`src/abort_cause_pkg.sv`:
```
package abort_cause_pkg;

   // Register map of this block (word offsets, byte address = offset).
   localparam logic [7:0] ADDR_CAUSE = 8'h00;
   localparam logic [7:0] ADDR_IRQ_STATUS = 8'h04;
   localparam logic [7:0] ADDR_IRQ_MASK = 8'h08;
   localparam logic [7:0] ADDR_CONFIG = 8'h0C;
   localparam logic [7:0] ADDR_CLEAR = 8'h10;

   localparam int CAUSE_W = 16;
   localparam logic [15:0] CAUSE_RESET = 16'h0000;

   // Field positions inside the abort-cause word.
   localparam int BIT_SLAVE_TX_BUS_LOST = 14;
   localparam int BIT_SLAVE_STALE_FLUSH = 13;
   localparam int BIT_ARBITRATION_LOST = 12;
   localparam int BIT_MASTER_DISABLED_ATTEMPT = 11;
   localparam int BIT_TENBIT_READ_NO_REPEAT = 10;
   localparam int BIT_START_BYTE_NO_REPEAT = 9;
   localparam int BIT_HIGHSPEED_NO_REPEAT = 8;
   localparam int BIT_START_BYTE_ACKED = 7;
   localparam int BIT_HIGHSPEED_CODE_ACKED = 6;
   localparam int BIT_GENCALL_THEN_READ = 5;
   localparam int BIT_GENCALL_UNACKED = 4;
   localparam int BIT_DATA_UNACKED = 3;

   // Config register fields.
   localparam int CFG_MASTER_ENABLE = 0;
   localparam int CFG_REPEAT_START_ENABLE = 5;
   localparam int CFG_TENBIT_ADDR = 6;
   localparam int CFG_SPECIAL = 11;
   localparam int CFG_GENCALL_OR_STARTBYTE_SELECT = 10;
   localparam logic [15:0] CONFIG_RESET = 16'h0021;

   // Interrupt status bits.
   localparam int IRQ_TX_ABORT = 0;
   localparam int IRQ_W = 1;
   localparam logic [15:0] CLEAR_ALL = 16'hFFFF;

endpackage

```
`src/abort_cause.sv`:
```
// Function
// - Slave transmitter bus loss sets bit 14.
// - Bus loss also sets bit 12 together.
// - Compare sampled SDA with driven bit.
// - Read request with TX data sets 13.
// - Master arbitration loss sets bit 12.
// - Master start while disabled sets 11.
// - No restart, 10-bit read sets 10.
// - No restart, START byte sets 9.
// - Bit 9 reasserts one cycle after clear.
// - No restart, high-speed transfer sets 8.
// - Acknowledged START byte sets bit 7.
// - Acknowledged high-speed master code sets 6.
// - Unacknowledged general call sets 4.
// - Master data not acknowledged sets 3.
// - Cause word read-only, resets to zero.
module abort_cause (
   // Clock, reset, enable
   input wire logic ref_clk,
   input wire logic reset,
   input wire logic clk_en,
   // Register port
   input wire logic [7:0] reg_addr,
   input wire logic [15:0] reg_wdata,
   input wire logic reg_write,
   input wire logic reg_read,
   output logic [15:0] reg_rdata,
   // Bus pins
   input wire logic scl_in,
   input wire logic sda_in,
   // Controller events, same clock
   input wire logic slave_tx_active,
   input wire logic slave_tx_bit,
   input wire logic slave_read_request,
   input wire logic tx_fifo_not_empty,
   input wire logic master_arbitration_lost,
   input wire logic master_start_request,
   input wire logic master_read_cmd,
   input wire logic start_byte_request,
   input wire logic highspeed_request,
   input wire logic start_byte_ack,
   input wire logic highspeed_code_ack,
   input wire logic gencall_sent,
   input wire logic next_cmd_read,
   input wire logic gencall_nack,
   input wire logic addr_acked,
   input wire logic data_nack,
   // Outputs
   output logic transfer_abort,
   output logic tx_fifo_flush,
   output logic irq
);

   typedef struct packed {
      logic [1:0] scl_sync;
      logic [1:0] sda_sync;
      logic scl_prev;
      logic [15:0] cause;
      logic [15:0] config_word;
      logic [0:0] irq_status;
      logic [0:0] irq_mask;
      logic [15:0] rdata;
      logic abort;
      logic flush;
      logic irq;
   } state_t;

   state_t cur;
   state_t nxt;

   logic [15:0] set_vec;
   logic scl_rise;
   logic bus_mismatch;
   logic no_repeat;
   logic start_byte_cause;
   logic clear_write;

   ////////////////////////////////////////////////////////////////////////////
   // Cause detection.

   always_comb begin
      scl_rise = cur.scl_sync[1] & ~cur.scl_prev;
      clear_write = reg_write && (reg_addr == abort_cause_pkg::ADDR_CLEAR);
      bus_mismatch = slave_tx_active & scl_rise & (cur.sda_sync[1] != slave_tx_bit);
      no_repeat = ~cur.config_word[abort_cause_pkg::CFG_REPEAT_START_ENABLE];
      // The START-byte cause is a level: it stays while the request is held and the config allows it.
      start_byte_cause = no_repeat & start_byte_request
         & cur.config_word[abort_cause_pkg::CFG_SPECIAL]
         & cur.config_word[abort_cause_pkg::CFG_GENCALL_OR_STARTBYTE_SELECT];
      set_vec = '0;
      set_vec[abort_cause_pkg::BIT_SLAVE_TX_BUS_LOST] = bus_mismatch;
      set_vec[abort_cause_pkg::BIT_SLAVE_STALE_FLUSH] =
         slave_read_request & tx_fifo_not_empty;
      set_vec[abort_cause_pkg::BIT_ARBITRATION_LOST] = master_arbitration_lost | bus_mismatch;
      set_vec[abort_cause_pkg::BIT_MASTER_DISABLED_ATTEMPT] = master_start_request
         & ~cur.config_word[abort_cause_pkg::CFG_MASTER_ENABLE];
      set_vec[abort_cause_pkg::BIT_TENBIT_READ_NO_REPEAT] = no_repeat & master_read_cmd
         & cur.config_word[abort_cause_pkg::CFG_TENBIT_ADDR];
      set_vec[abort_cause_pkg::BIT_START_BYTE_NO_REPEAT] = start_byte_cause;
      set_vec[abort_cause_pkg::BIT_HIGHSPEED_NO_REPEAT] = no_repeat & highspeed_request;
      set_vec[abort_cause_pkg::BIT_START_BYTE_ACKED] = start_byte_ack;
      set_vec[abort_cause_pkg::BIT_HIGHSPEED_CODE_ACKED] = highspeed_code_ack;
      set_vec[abort_cause_pkg::BIT_GENCALL_THEN_READ] = gencall_sent & next_cmd_read;
      set_vec[abort_cause_pkg::BIT_GENCALL_UNACKED] = gencall_sent & gencall_nack;
      set_vec[abort_cause_pkg::BIT_DATA_UNACKED] = addr_acked & data_nack;
   end

   ////////////////////////////////////////////////////////////////////////////
   // Next state.

   always_comb begin
      nxt = cur;
      nxt.scl_sync = {cur.scl_sync[0], scl_in};
      nxt.sda_sync = {cur.sda_sync[0], sda_in};
      nxt.scl_prev = cur.scl_sync[1];
      // A write to the clear register drops all causes; new events win over it.
      // The START-byte flag is the one exception: a clear drops it for one cycle even
      // while its cause persists, so software can see that the clear was premature.
      if (clear_write) begin
         nxt.cause = abort_cause_pkg::CAUSE_RESET | set_vec;
         nxt.cause[abort_cause_pkg::BIT_START_BYTE_NO_REPEAT] = 1'b0;
      end else begin
         nxt.cause = cur.cause | set_vec;
      end
      if (reg_write && reg_addr == abort_cause_pkg::ADDR_CONFIG) begin
         nxt.config_word = reg_wdata;
      end
      if (reg_write && reg_addr == abort_cause_pkg::ADDR_IRQ_MASK) begin
         nxt.irq_mask = reg_wdata[0:0];
      end
      if (reg_write && reg_addr == abort_cause_pkg::ADDR_IRQ_STATUS) begin
         nxt.irq_status = cur.irq_status & ~reg_wdata[0:0];
      end
      nxt.abort = |set_vec;
      nxt.flush = |set_vec;
      if (|set_vec) begin
         nxt.irq_status[abort_cause_pkg::IRQ_TX_ABORT] = 1'b1;
      end
      nxt.irq = |(nxt.irq_status & nxt.irq_mask);
      nxt.rdata = '0;
      if (reg_read) begin
         case (reg_addr)
            abort_cause_pkg::ADDR_CAUSE: begin
               nxt.rdata = cur.cause;
            end
            abort_cause_pkg::ADDR_IRQ_STATUS: begin
               nxt.rdata = {15'h0000, cur.irq_status};
            end
            abort_cause_pkg::ADDR_IRQ_MASK: begin
               nxt.rdata = {15'h0000, cur.irq_mask};
            end
            abort_cause_pkg::ADDR_CONFIG: begin
               nxt.rdata = cur.config_word;
            end
            default: begin
               nxt.rdata = '0;
            end
         endcase
      end
   end

   ////////////////////////////////////////////////////////////////////////////
   // State register.

   always_ff @(posedge ref_clk) begin
      if (reset) begin
         cur <= '0;
         cur.cause <= abort_cause_pkg::CAUSE_RESET;
         cur.config_word <= abort_cause_pkg::CONFIG_RESET;
      end else if (clk_en) begin
         cur <= nxt;
      end
   end

   assign reg_rdata = cur.rdata;
   assign transfer_abort = cur.abort;
   assign tx_fifo_flush = cur.flush;
   assign irq = cur.irq;

   ////////////////////////////////////////////////////////////////////////////
   // Checks.

   AST_SLAVE_LOST: assert property (@(posedge ref_clk) disable iff (reset)
      (clk_en && bus_mismatch) |=> cur.cause[abort_cause_pkg::BIT_SLAVE_TX_BUS_LOST])
      else $error("slave bus loss not latched");

   AST_ARB_WITH_SLAVE: assert property (@(posedge ref_clk) disable iff (reset)
      $rose(cur.cause[abort_cause_pkg::BIT_SLAVE_TX_BUS_LOST])
      |-> cur.cause[abort_cause_pkg::BIT_ARBITRATION_LOST])
      else $error("bit 12 missing with bit 14");

   // Judged from the synchronised pin history, not from the internal edge detector.
   AST_MISMATCH: assert property (@(posedge ref_clk) disable iff (reset)
      (clk_en && slave_tx_active && $rose(cur.scl_sync[1])
       && (cur.sda_sync[1] != slave_tx_bit))
      |=> cur.cause[abort_cause_pkg::BIT_SLAVE_TX_BUS_LOST])
      else $error("sampled data mismatch not treated as bus loss");

   AST_FLUSH: assert property (@(posedge ref_clk) disable iff (reset)
      (clk_en && slave_read_request && tx_fifo_not_empty)
      |=> (cur.cause[abort_cause_pkg::BIT_SLAVE_STALE_FLUSH] && tx_fifo_flush))
      else $error("stale flush not raised");

   AST_MASTER_ARB: assert property (@(posedge ref_clk) disable iff (reset)
      (clk_en && master_arbitration_lost) |=> cur.cause[abort_cause_pkg::BIT_ARBITRATION_LOST])
      else $error("arbitration loss not latched");

   AST_MASTER_DIS: assert property (@(posedge ref_clk) disable iff (reset)
      (clk_en && master_start_request
       && !cur.config_word[abort_cause_pkg::CFG_MASTER_ENABLE])
      |=> cur.cause[abort_cause_pkg::BIT_MASTER_DISABLED_ATTEMPT])
      else $error("master disabled attempt not latched");

   AST_REASSERT: assert property (@(posedge ref_clk) disable iff (reset)
      (clk_en && start_byte_cause && !clear_write)
      |=> cur.cause[abort_cause_pkg::BIT_START_BYTE_NO_REPEAT])
      else $error("start byte cause not reasserted");

   AST_BIT9_DROP: assert property (@(posedge ref_clk) disable iff (reset)
      (clk_en && clear_write && start_byte_cause)
      |=> !cur.cause[abort_cause_pkg::BIT_START_BYTE_NO_REPEAT])
      else $error("start byte flag did not drop on clear");

   AST_DATA_NACK: assert property (@(posedge ref_clk) disable iff (reset)
      (clk_en && addr_acked && data_nack) |=> cur.cause[abort_cause_pkg::BIT_DATA_UNACKED])
      else $error("data nack not latched");

   AST_IRQ: assert property (@(posedge ref_clk) disable iff (reset)
      (clk_en && |set_vec) |=> (transfer_abort && cur.irq_status[0]) ##1 (irq == cur.irq_mask[0]))
      else $error("abort or interrupt missing");

   AST_TENBIT: assert property (@(posedge ref_clk) disable iff (reset)
      (clk_en && master_read_cmd && no_repeat
       && cur.config_word[abort_cause_pkg::CFG_TENBIT_ADDR])
      |=> cur.cause[abort_cause_pkg::BIT_TENBIT_READ_NO_REPEAT])
      else $error("ten-bit read without restart not latched");

   AST_SBYTE: assert property (@(posedge ref_clk) disable iff (reset)
      (clk_en && start_byte_request && no_repeat && !clear_write
       && cur.config_word[abort_cause_pkg::CFG_SPECIAL]
       && cur.config_word[abort_cause_pkg::CFG_GENCALL_OR_STARTBYTE_SELECT])
      |=> cur.cause[abort_cause_pkg::BIT_START_BYTE_NO_REPEAT])
      else $error("start byte without restart not latched");

   AST_HS_NORESTART: assert property (@(posedge ref_clk) disable iff (reset)
      (clk_en && highspeed_request && no_repeat)
      |=> cur.cause[abort_cause_pkg::BIT_HIGHSPEED_NO_REPEAT])
      else $error("high-speed without restart not latched");

   AST_SBYTE_ACK: assert property (@(posedge ref_clk) disable iff (reset)
      (clk_en && start_byte_ack) |=> cur.cause[abort_cause_pkg::BIT_START_BYTE_ACKED])
      else $error("acknowledged start byte not latched");

   AST_HS_ACK: assert property (@(posedge ref_clk) disable iff (reset)
      (clk_en && highspeed_code_ack) |=> cur.cause[abort_cause_pkg::BIT_HIGHSPEED_CODE_ACKED])
      else $error("acknowledged master code not latched");

   AST_GC_READ: assert property (@(posedge ref_clk) disable iff (reset)
      (clk_en && gencall_sent && next_cmd_read)
      |=> cur.cause[abort_cause_pkg::BIT_GENCALL_THEN_READ])
      else $error("general call then read not latched");

   AST_GC_NACK: assert property (@(posedge ref_clk) disable iff (reset)
      (clk_en && gencall_sent && gencall_nack)
      |=> cur.cause[abort_cause_pkg::BIT_GENCALL_UNACKED])
      else $error("unacknowledged general call not latched");

   // Software writes to the cause word must never change it.
   AST_CAUSE_RO: assert property (@(posedge ref_clk) disable iff (reset)
      (clk_en && reg_write && (reg_addr == abort_cause_pkg::ADDR_CAUSE) && (set_vec == '0))
      |=> (cur.cause == $past(cur.cause)))
      else $error("cause word changed by a write");

endmodule // abort_cause

```
`config.mk`:
```
export PLATFORM = sky130hd
export DESIGN_NAME = abort_cause
export DESIGN_NICKNAME = d
export VERILOG_FILES = /design/src/abort_cause_pkg.sv /design/src/abort_cause.sv
export SDC_FILE = /design/constraint.sdc
export NUM_CORES = 1
export LEC_CHECK = 0
export BUFFER_PORTS_ARGS = -buffer_cell sky130_fd_sc_hd__buf_2
export CAP_MARGIN = 20
export CORE_MARGIN = 2
export CORE_UTILIZATION = 55
export CTS_CLUSTER_DIAMETER = 30
export DETAILED_ROUTE_END_ITERATION = 10
export MAX_ROUTING_LAYER = met4
export PLACE_DENSITY = 0.84
export SLEW_MARGIN = 30
export SYNTH_ARGS = -nofsm -noshare
export SYNTH_HDL_FRONTEND = slang
export SYNTH_SLANG_ARGS = --single-unit
```
`constraint.sdc`:
```
create_clock -name ref_clk -period 2.1 [get_ports ref_clk]
set_input_delay 0.42 -clock ref_clk [delete_from_list [all_inputs] [get_ports ref_clk]]
set_output_delay 0.42 -clock ref_clk [all_outputs]
set_load 0.01 [all_outputs]
```
==> results of run 1 <==
## power by group through the flow
| stage | clock, mW | combinational [mW] | sequential (mW) |
|---|---|---|---|
| 4_1_cts | 0.563 | 0.154 | 1.03 |
| 3_5_place_dp | 0 | 0.154 | 1.06 |
| 5_1_grt | 0.594 | 0.170 | 1.04 |
| 2_1_floorplan | 0 | 0.0857 | 1.05 |
| 3_3_place_gp | 0 | 0.152 | 1.06 |
| 6_report | 0.551 | 0.155 | 1.03 |
## state kept, by name (all words and copies together) (netlist names)
name           flops
tx_fifo_flush      1
irq                1
reg_rdata         16
cur               35
## cells in the final DEF, fill, tap and decap left out, types with 2 or more instances in the layout
cell type / instances
mux2i_1: 20
nand2_1: 5
a22oi_1: 11
clkinv_2: 2
a22o_1: 19
a211o_1: 2
buf_2: 65
inv_1: 3
a32oi_1: 3
o21ai_0: 2
clkbuf_8: 5
a22oi_2: 2
dfxtp_1: 53
a32o_1: 4
a21oi_1: 4
nor2_1: 41
nor2b_1: 4
and3b_1: 2
buf_4: 6
a211oi_1: 3
## cell type report
cell class,instances,share of cell area (%)
flip-flops and latches,53,41.0
repair buffers,71,14.3
multi-input cells,141,38.7
clock buffers,6,2.80
clock inverters,2,0.386
well taps,50,2.42
inverters,3,0.435
## final timing paths
path / from / endpoint / slack, ns / cells after the start
hold / removal: reg_wdata[10] / cur[31] / 0.34 / 3
hold reg to reg: cur[40] / cur[40] / 0.48 / 1
setup / recovery: cur[26] / cur[20] / 0.58 / 5
setup reg to reg: cur[26] / cur[20] / 0.58 / 5
## critical path, cell delays in order, from the launching register on
cell     delay, ns
dfxtp_1       0.44
and4b_1       0.24
o21ba_2       0.23
nand4_1       0.11
o21ai_0       0.27
a21oi_1       0.11
## per-layer routing
metal | vias to the layer above | share of wire [%] | GRT usage, %
li1 | 896 | - | -
met1 | 841 | 45 | 29.3
met2 | 58 | 47 | 36.7
met3 | 11 | 5.6 | 4.38
met4 | 0 | 2.4 | 11.0
met5 | - | 0 | -
## per-stage QoR
stage / total power [mW] / hold slack, ns / utilization (%) / instance area (um^2)
floorplan: 1.14 / 0.425 / - / 2310
global placement: 1.21 / 0.450 / 62.2 / 2510
detailed placement: 1.21 / 0.455 / 62.2 / 2510
CTS: 1.75 / 0.329 / 64.3 / 2590
global route: 1.80 / 0.344 / 64.3 / 2590
finish: 1.74 / 0.339 / 64.3 / 2590
## logic make-up (layout without fill, tap and decap cells)
family / count (synthesis) / count (layout) / synth area share (%)
buf+inv: 35 / 82 / 10.7
simple gates: 64 / 64 / 13.9
mux: 21 / 21 / 9.15
compound gates: 55 / 55 / 20.0
xor+xnor: 1 / 1 / 0.379
flops: 53 / 53 / 45.9
==> metrics.csv, run 1 <==
stage,metric,value,unit
logic_synthesis,leading post-synthesis cells by cell area,"dfxtp_1, mux2i_1, a22o_1, nor2_1, buf_4",
logic_synthesis,Commonest cells post-synth,"dfxtp_1, nor2_1, mux2i_1",
layout,fill count,377,
floorplan,Die Wd,68.8,um
sta,Clock Skew,0.00892,ns
clock_tree,clk_lat worst skew,0.31,ns
setup_path,CP Capture Type,flop,
run_status,status,"complete, no violations",
logic_synthesis,async set-reset flop share out of synthesis,0,%
setup_path,CP Launch Type,flop,
layout,Area Growth Syn to Fin,12.1,%
power,sequential share of power,59.4,%
detailed_routing,final WL,4.85,mm
logic_synthesis,"EDFF count, synth",0,
power,Leak,1.22,nW
place,GPL Wtd Cong,0.840,
flow_run,MaxCap Viol Count,0,
logic_synthesis,top-count cell post-synth,dfxtp_1,
grt,vias in the first global route,1697,
power,combinational power share,8.9,%
sta,slew of the pin with the lowest slew margin,0.646,ns
clock_tree,CTS Hold Bufs,0,
grt,largest net degree at the start of global routing,31,
logic_synthesis,Yosys top cell area share,45.9,%
floorplan,die area,4730,um^2
logic_synthesis,synth warn,0,
place,Placed Cells,318,
logic_synthesis,Synth Cell Area,2310,um^2
detailed_routing,First-pass DRT Iterations,4,
logic_synthesis,post-synth cell types,40,
detailed_routing,# DRC,0,
floorplan,core area,4030,um^2
detailed_routing,DR vias/cell,5.54,
power,worst vdd ir,0.472,mV
grt,initial antenna violation count,0,
clock_tree,CTS Root Cell,clkbuf_8,
setup_path,Critical Path RT,2.28,ns
sta,f_max,659,MHz
clock_tree,setup bufs post-CTS,0,
layout,share of cells above drive strength 1,31.9,%
clock_tree,H-tree levels,2,
sta,Slew headroom,56.8,%
grt,gr usage total,23.4,%
power,Pint,1.33,mW
sta,RSZ-0062 raised after global routing,no,
clock_tree,CTS max path bufs,2,
layout,n_diodes,0,
clock_tree,TritonCTS Buffers,5,
power,clock network fraction of total power,31.7,%
logic_synthesis,Syn Area/Cell,10.1,um^2
floorplan,I/O pin count,66,
place,"worst slack, placed",0.355,ns
layout,area occupied by multi-input gates,1000,um^2
power,Sw Pwr,0.413,mW
setup_path,critical path peak fanout,6,
layout,Register Area,1060,um^2
power,PD cells,671,nW/um^2
sta,final-report hold violation count,0,
sta,Tmin final,1.52,ns
logic_synthesis,Synthesized Nets,276,
clock_tree,clock sink count,53,
detailed_routing,drt wl/cell,14.9,um
logic_synthesis,synthesized flop and latch total,53,
detailed_routing,Vias,1806,
place,port buffer count,65,
grt,first-pass GRT wire length,7.85,mm
setup_path,Crit Path Class,reg -> reg,
power,sw frac,23.8,%
logic_synthesis,Main synth FF type,dfxtp_1,
sta,Fin Setup TNS,0,ns
clock_tree,Resized cells post-CTS,0,
sta,Final period util,72.2,%
detailed_routing,Iter 0 DRT Violations,196,
clock_tree,CTS tree,done,
floorplan,Die Height,68.8,um
logic_synthesis,largest area contributor in the netlist,dfxtp_1,
logic_synthesis,Synth Instances,229,
layout,nets,322,
sta,Slew Limit Fails,0,
hold_path,Worst Hold Class,in -> reg,
clock_tree,clock-pin slew on the worst setup and hold paths,0.09,ns
detailed_routing,Final ANT Viol Nets,0,
layout,"non-filler cells, final",326,
logic_synthesis,sequential share of the synthesized area,45.9,%
floorplan,Rows,23,
setup_path,Critical Path AT,1.70,ns
floorplan,Initial Utilization,57.3,%
sta,worst setup margin,0.583,ns
place,dpl hpwl,3.57,mm
grt,total gr overflow,0,
sta,Setup-failing EPs final,0,
Power figures use the tool's default switching activity.
==> inputs of run 2 (changes only) <==
--- a/config.mk
+++ b/config.mk
@@ -8,11 +8,11 @@
 export BUFFER_PORTS_ARGS = -buffer_cell sky130_fd_sc_hd__buf_2
 export CAP_MARGIN = 20
 export CORE_MARGIN = 2
-export CORE_UTILIZATION = 55
+export CORE_UTILIZATION = 51
 export CTS_CLUSTER_DIAMETER = 30
 export DETAILED_ROUTE_END_ITERATION = 10
 export MAX_ROUTING_LAYER = met4
-export PLACE_DENSITY = 0.84
+export PLACE_DENSITY = 0.79
 export SLEW_MARGIN = 30
 export SYNTH_ARGS = -nofsm -noshare
 export SYNTH_HDL_FRONTEND = slang
==> constraint.sdc (replaced) <==
create_clock -name ref_clk -period 1.5 [get_ports ref_clk]
set_input_delay 0.3 -clock ref_clk [delete_from_list [all_inputs] [get_ports ref_clk]]
set_output_delay 0.3 -clock ref_clk [all_outputs]
set_load 0.01 [all_outputs]
==> metrics.csv, run 2 (synthesis gave the netlist of run 1 again) <==
stage,metric,value,unit
flow_run,MaxCap Viol Count,0,
grt,total gr overflow,0,
sta,RSZ-0062 raised after global routing,no,
floorplan,die area,5080,um^2
grt,initial antenna violation count,0,
setup_path,CP Launch Type,flop,
setup_path,Crit Path Class,reg -> reg,
sta,final-report hold violation count,0,
clock_tree,CTS max path bufs,2,
layout,"leading cell type in the layout, fill and taps excluded",buf_2,
detailed_routing,Iter 0 DRT Violations,119,
setup_path,CP Capture Type,flop,
sta,Clock Skew,0.0104,ns
setup_path,Critical Path AT,1.55,ns
floorplan,Die Height,71.3,um
floorplan,I/O pin count,66,
layout,n_diodes,0,
grt,gr usage total,20.9,%
power,PD cells,921,nW/um^2
clock_tree,setup bufs post-CTS,0,
sta,f_max,733,MHz
setup_path,Critical Path RT,1.68,ns
floorplan,core area,4350,um^2
detailed_routing,# DRC,0,
layout,Final Instance Area,2680,um^2
clock_tree,Resized cells post-CTS,0,
place,port buffer count,65,
clock_tree,H-tree levels,2,
detailed_routing,First-pass DRT Iterations,4,
layout,nets,330,
hold_path,Worst Hold Class,in -> reg,
clock_tree,CTS Root Cell,clkbuf_8,
run_status,status,"complete, no violations",
grt,first-pass GRT wire length,8.05,mm
clock_tree,clock sink count,53,
floorplan,Initial Utilization,53.0,%
floorplan,Rows,24,
detailed_routing,DR vias/cell,5.43,
power,Leak,1.26,nW
clock_tree,CTS tree,done,
detailed_routing,final WL,5.00,mm
sta,slew of the pin with the lowest slew margin,0.735,ns
clock_tree,TritonCTS Buffers,5,
place,dpl hpwl,3.73,mm
sta,Fin Setup TNS,0,ns
setup_path,critical path peak fanout,3,
place,GPL Wtd Cong,0.865,
layout,Top reg by flops,cur,
layout,Area Growth Syn to Fin,16.1,%
sta,Slew headroom,50.8,%
power,worst vdd ir,0.706,mV
clock_tree,clock-pin slew on the worst setup and hold paths,0.10,ns
detailed_routing,Final ANT Viol Nets,0,
layout,Largest register FFs,35,
layout,share of cells above drive strength 1,33.8,%
detailed_routing,Vias,1825,
floorplan,Die Wd,71.3,um
layout,most frequent cells in the layout,"buf_2, dfxtp_1, nor2_1, mux2i_1, a22o_1",
clock_tree,clk_lat worst skew,0.31,ns
grt,vias in the first global route,1783,
detailed_routing,drt wl/cell,14.9,um
clock_tree,CTS Hold Bufs,0,
place,dpl cell area,2590,um^2
sta,Setup-failing EPs final,0,
sta,Tmin final,1.36,ns
sta,Final period util,91.0,%
sta,Slew Limit Fails,0,
grt,largest net degree at the start of global routing,20,
[run 2: cell type report]
type	instances	area, um^2
Inverter	3	11.3
Multi-Input combinational cell	141	1000
Fill cell	396	1670
Sequential cell	53	1060
Tap cell	52	65.1
Clock inverter	2	15.0
Timing Repair Buffer	79	455
Clock buffer	6	72.6
[run 2: path summary, 6_finish.rpt]
check | start | to | slack, ns | cells past startpoint
hold / removal | reg_wdata[14] | cur[35] | 0.21 | 3
setup / recovery | cur[21] | irq | 0.14 | 5
hold reg to reg | cur[47] | cur[47] | 0.47 | 2
setup reg to reg | cur[21] | irq | 0.14 | 5
[run 2: power by group]
group / internal, mW / switching [mW] / total, mW
Clock: 0.330 / 0.468 / 0.798
Combinational: 0.109 / 0.118 / 0.227
Sequential: 1.43 / 0.0147 / 1.45
Total: 1.87 / 0.601 / 2.47
[run 2: metrics by stage]
step | instances | power (mW) | worst slack, ns | utilization [%] | hold slack, ns
2_1_floorplan | 229 | 1.60 | 0.169 | - | 0.425
3_3_place_gp | 328 | 1.70 | 0.0410 | 59.6 | 0.444
4_1_cts | 336 | 2.48 | 0.140 | 61.6 | 0.209
6_report | 336 | 2.47 | 0.135 | 61.6 | 0.212
3_5_place_dp | 328 | 1.70 | 0.0118 | 59.6 | 0.452
5_1_grt | 336 | 2.57 | 0.0635 | 61.6 | 0.212
[run 2: critical path: stages, from the launching register on]
cell and delay (ns):
dfxtp_1 0.39, nor2b_1 0.09, a221oi_1 0.25, nand4_1 0.17, a211oi_1 0.23, o32ai_1 0.10
[run 2: per-layer routing]
layer  vias up  track usage, %  wire length, um
li1        910               -                -
met1       861            25.8             2260
met2        48            33.6             2410
met3         6            5.49              269
met4         0            6.29               59
met5         -               -                0
==> inputs of run 3 (changes only) <==
--- a/config.mk
+++ b/config.mk
@@ -12,8 +12,9 @@
 export CTS_CLUSTER_DIAMETER = 30
 export DETAILED_ROUTE_END_ITERATION = 10
 export MAX_ROUTING_LAYER = met4
-export PLACE_DENSITY = 0.79
+export PLACE_DENSITY_LB_ADDON = 0.05
 export SLEW_MARGIN = 30
 export SYNTH_ARGS = -nofsm -noshare
 export SYNTH_HDL_FRONTEND = slang
 export SYNTH_SLANG_ARGS = --single-unit
+export TNS_END_PERCENT = 5
==> metrics.csv, run 3 (synthesis gave the netlist of run 1 again) <==
stage,metric,value,unit
place,GPL Wtd Cong,0.827,
clock_tree,CTS tree,done,
power,sw frac,22.6,%
run_status,status,"complete, no violations",
detailed_routing,# DRC,0,
power,clock network fraction of total power,36.6,%
grt,total gr overflow,0,
grt,largest net degree at the start of global routing,22,
floorplan,I/O pin count,66,
floorplan,core area,4350,um^2
sta,Setup-failing EPs final,0,
clock_tree,TritonCTS Buffers,5,
power,sequential share of power,54.9,%
grt,gr usage total,21.4,%
layout,Final Instance Area,2700,um^2
layout,Top reg by flops,cur,
setup_path,Critical Path RT,1.69,ns
detailed_routing,Vias,1819,
layout,share of cells above drive strength 1,33.1,%
layout,Area Growth Syn to Fin,16.7,%
flow_run,MaxCap Viol Count,0,
clock_tree,CTS Hold Bufs,0,
detailed_routing,final WL,4.92,mm
layout,Largest register FFs,35,
sta,Fin Setup TNS,0,ns
detailed_routing,First-pass DRT Iterations,5,
floorplan,die area,5080,um^2
layout,most frequent cells in the layout,"buf_2, dfxtp_1, nor2_1, mux2i_1, a22o_1",
sta,Slew Limit Fails,0,
power,PD cells,978,nW/um^2
floorplan,Die Wd,71.3,um
clock_tree,clock-pin slew on the worst setup and hold paths,0.09,ns
sta,slew of the pin with the lowest slew margin,0.680,ns
sta,RSZ-0062 raised after global routing,no,
setup_path,Crit Path Class,reg -> reg,
sta,Clock Skew,0.00592,ns
clock_tree,CTS Root Cell,clkbuf_8,
power,Power Total,2.64,mW
clock_tree,CTS max path bufs,2,
layout,n_diodes,0,
sta,Slew headroom,54.5,%
layout,fill count,396,
place,dpl cell area,2580,um^2
clock_tree,Resized cells post-CTS,0,
setup_path,critical path peak fanout,3,
setup_path,Critical Path AT,1.53,ns
clock_tree,H-tree levels,2,
floorplan,Initial Utilization,53.0,%
sta,final-report hold violation count,0,
layout,nets,327,
sta,Final period util,89.4,%
setup_path,CP Launch Type,flop,
clock_tree,setup bufs post-CTS,0,
power,Pint,2.04,mW
layout,"leading cell type in the layout, fill and taps excluded",buf_2,
hold_path,Worst Hold Class,in -> reg,
sta,WHS,0.217,ns
grt,vias in the first global route,1770,
place,port buffer count,65,
place,dpl hpwl,3.64,mm
clock_tree,clock sink count,53,
detailed_routing,Iter 0 DRT Violations,95,
power,combinational power share,8.5,%
sta,Tmin final,1.34,ns
clock_tree,clk_lat worst skew,0.31,ns
grt,initial antenna violation count,0,
power,Sw Pwr,0.596,mW
setup_path,CP Capture Type,flop,
floorplan,Die Height,71.3,um
grt,first-pass GRT wire length,8.38,mm
detailed_routing,drt wl/cell,14.8,um
place,Placed Cells,325,
detailed_routing,Final ANT Viol Nets,0,
sta,f_max,746,MHz
power,worst vdd ir,0.508,mV
layout,"non-filler cells, final",333,
power,Leak,1.27,nW
detailed_routing,DR vias/cell,5.46,
floorplan,Rows,24,
-- run 3: cell count changes in the layout (fill, tap and decap cells not counted), sizes merged --
cell | before | now
buf | 79 | 76
clkinvlp | 2 | 0
bufinv | 0 | 1
clkinv | 0 | 1
-- run 3: power groups by stage --
stage | logic, mW | clock network [mW] | registers (mW)
after floorplan | 0.120 | 0 | 1.48
final | 0.224 | 0.965 | 1.45
after global placement | 0.227 | 0 | 1.48
after CTS | 0.226 | 0.994 | 1.45
after detailed placement | 0.226 | 0 | 1.48
after global routing | 0.249 | 1.03 | 1.45
-- run 3: layer usage --
metal | GRT usage (%) | up-vias | routed length (um)
met1 | 28.6 | 845 | 2320
met5 | - | - | 0
met2 | 31.6 | 54 | 2250
met4 | 7.34 | 0 | 61
li1 | - | 913 | -
met3 | 5.49 | 7 | 285
-- run 3: final timing paths --
check          startpoint       to  slack, ns  cells past startpoint
max               cur[55]      irq       0.16                      5
min          reg_wdata[1]  cur[22]       0.22                      3
max reg2reg       cur[55]      irq       0.16                      5
min reg2reg       cur[47]  cur[47]       0.47                      2
-- run 3: through the flow --
| step | setup slack [ns] | util [%] |
|---|---|---|
| finish | 0.159 | 61.9 |
| global route | 0.00548 | 61.9 |
| CTS | 0.147 | 61.9 |
| detailed placement | 0.0101 | 59.4 |
| global placement | 0.0453 | 59.4 |
| floorplan | 0.169 | - |
-- run 3: area by class of cell --
class / instances / area (um^2) / share of cell area, %
sequential: 53 / 1060 / 39.4
timing repair buffer: 76 / 445 / 16.5
inverter: 3 / 11.3 / 0.418
clock inverter: 2 / 38.8 / 1.44
tap: 52 / 65.1 / 2.41
multi-input combinational: 141 / 1000 / 37.2
clock buffer: 6 / 72.6 / 2.69
-- run 3: critical path, stage by stage, from the launching register on --
cell	delay, ns
dfxtp_1	0.33
xnor2_1	0.15
nor3_1	0.09
or2_2	0.30
a211oi_1	0.25
o32ai_1	0.11
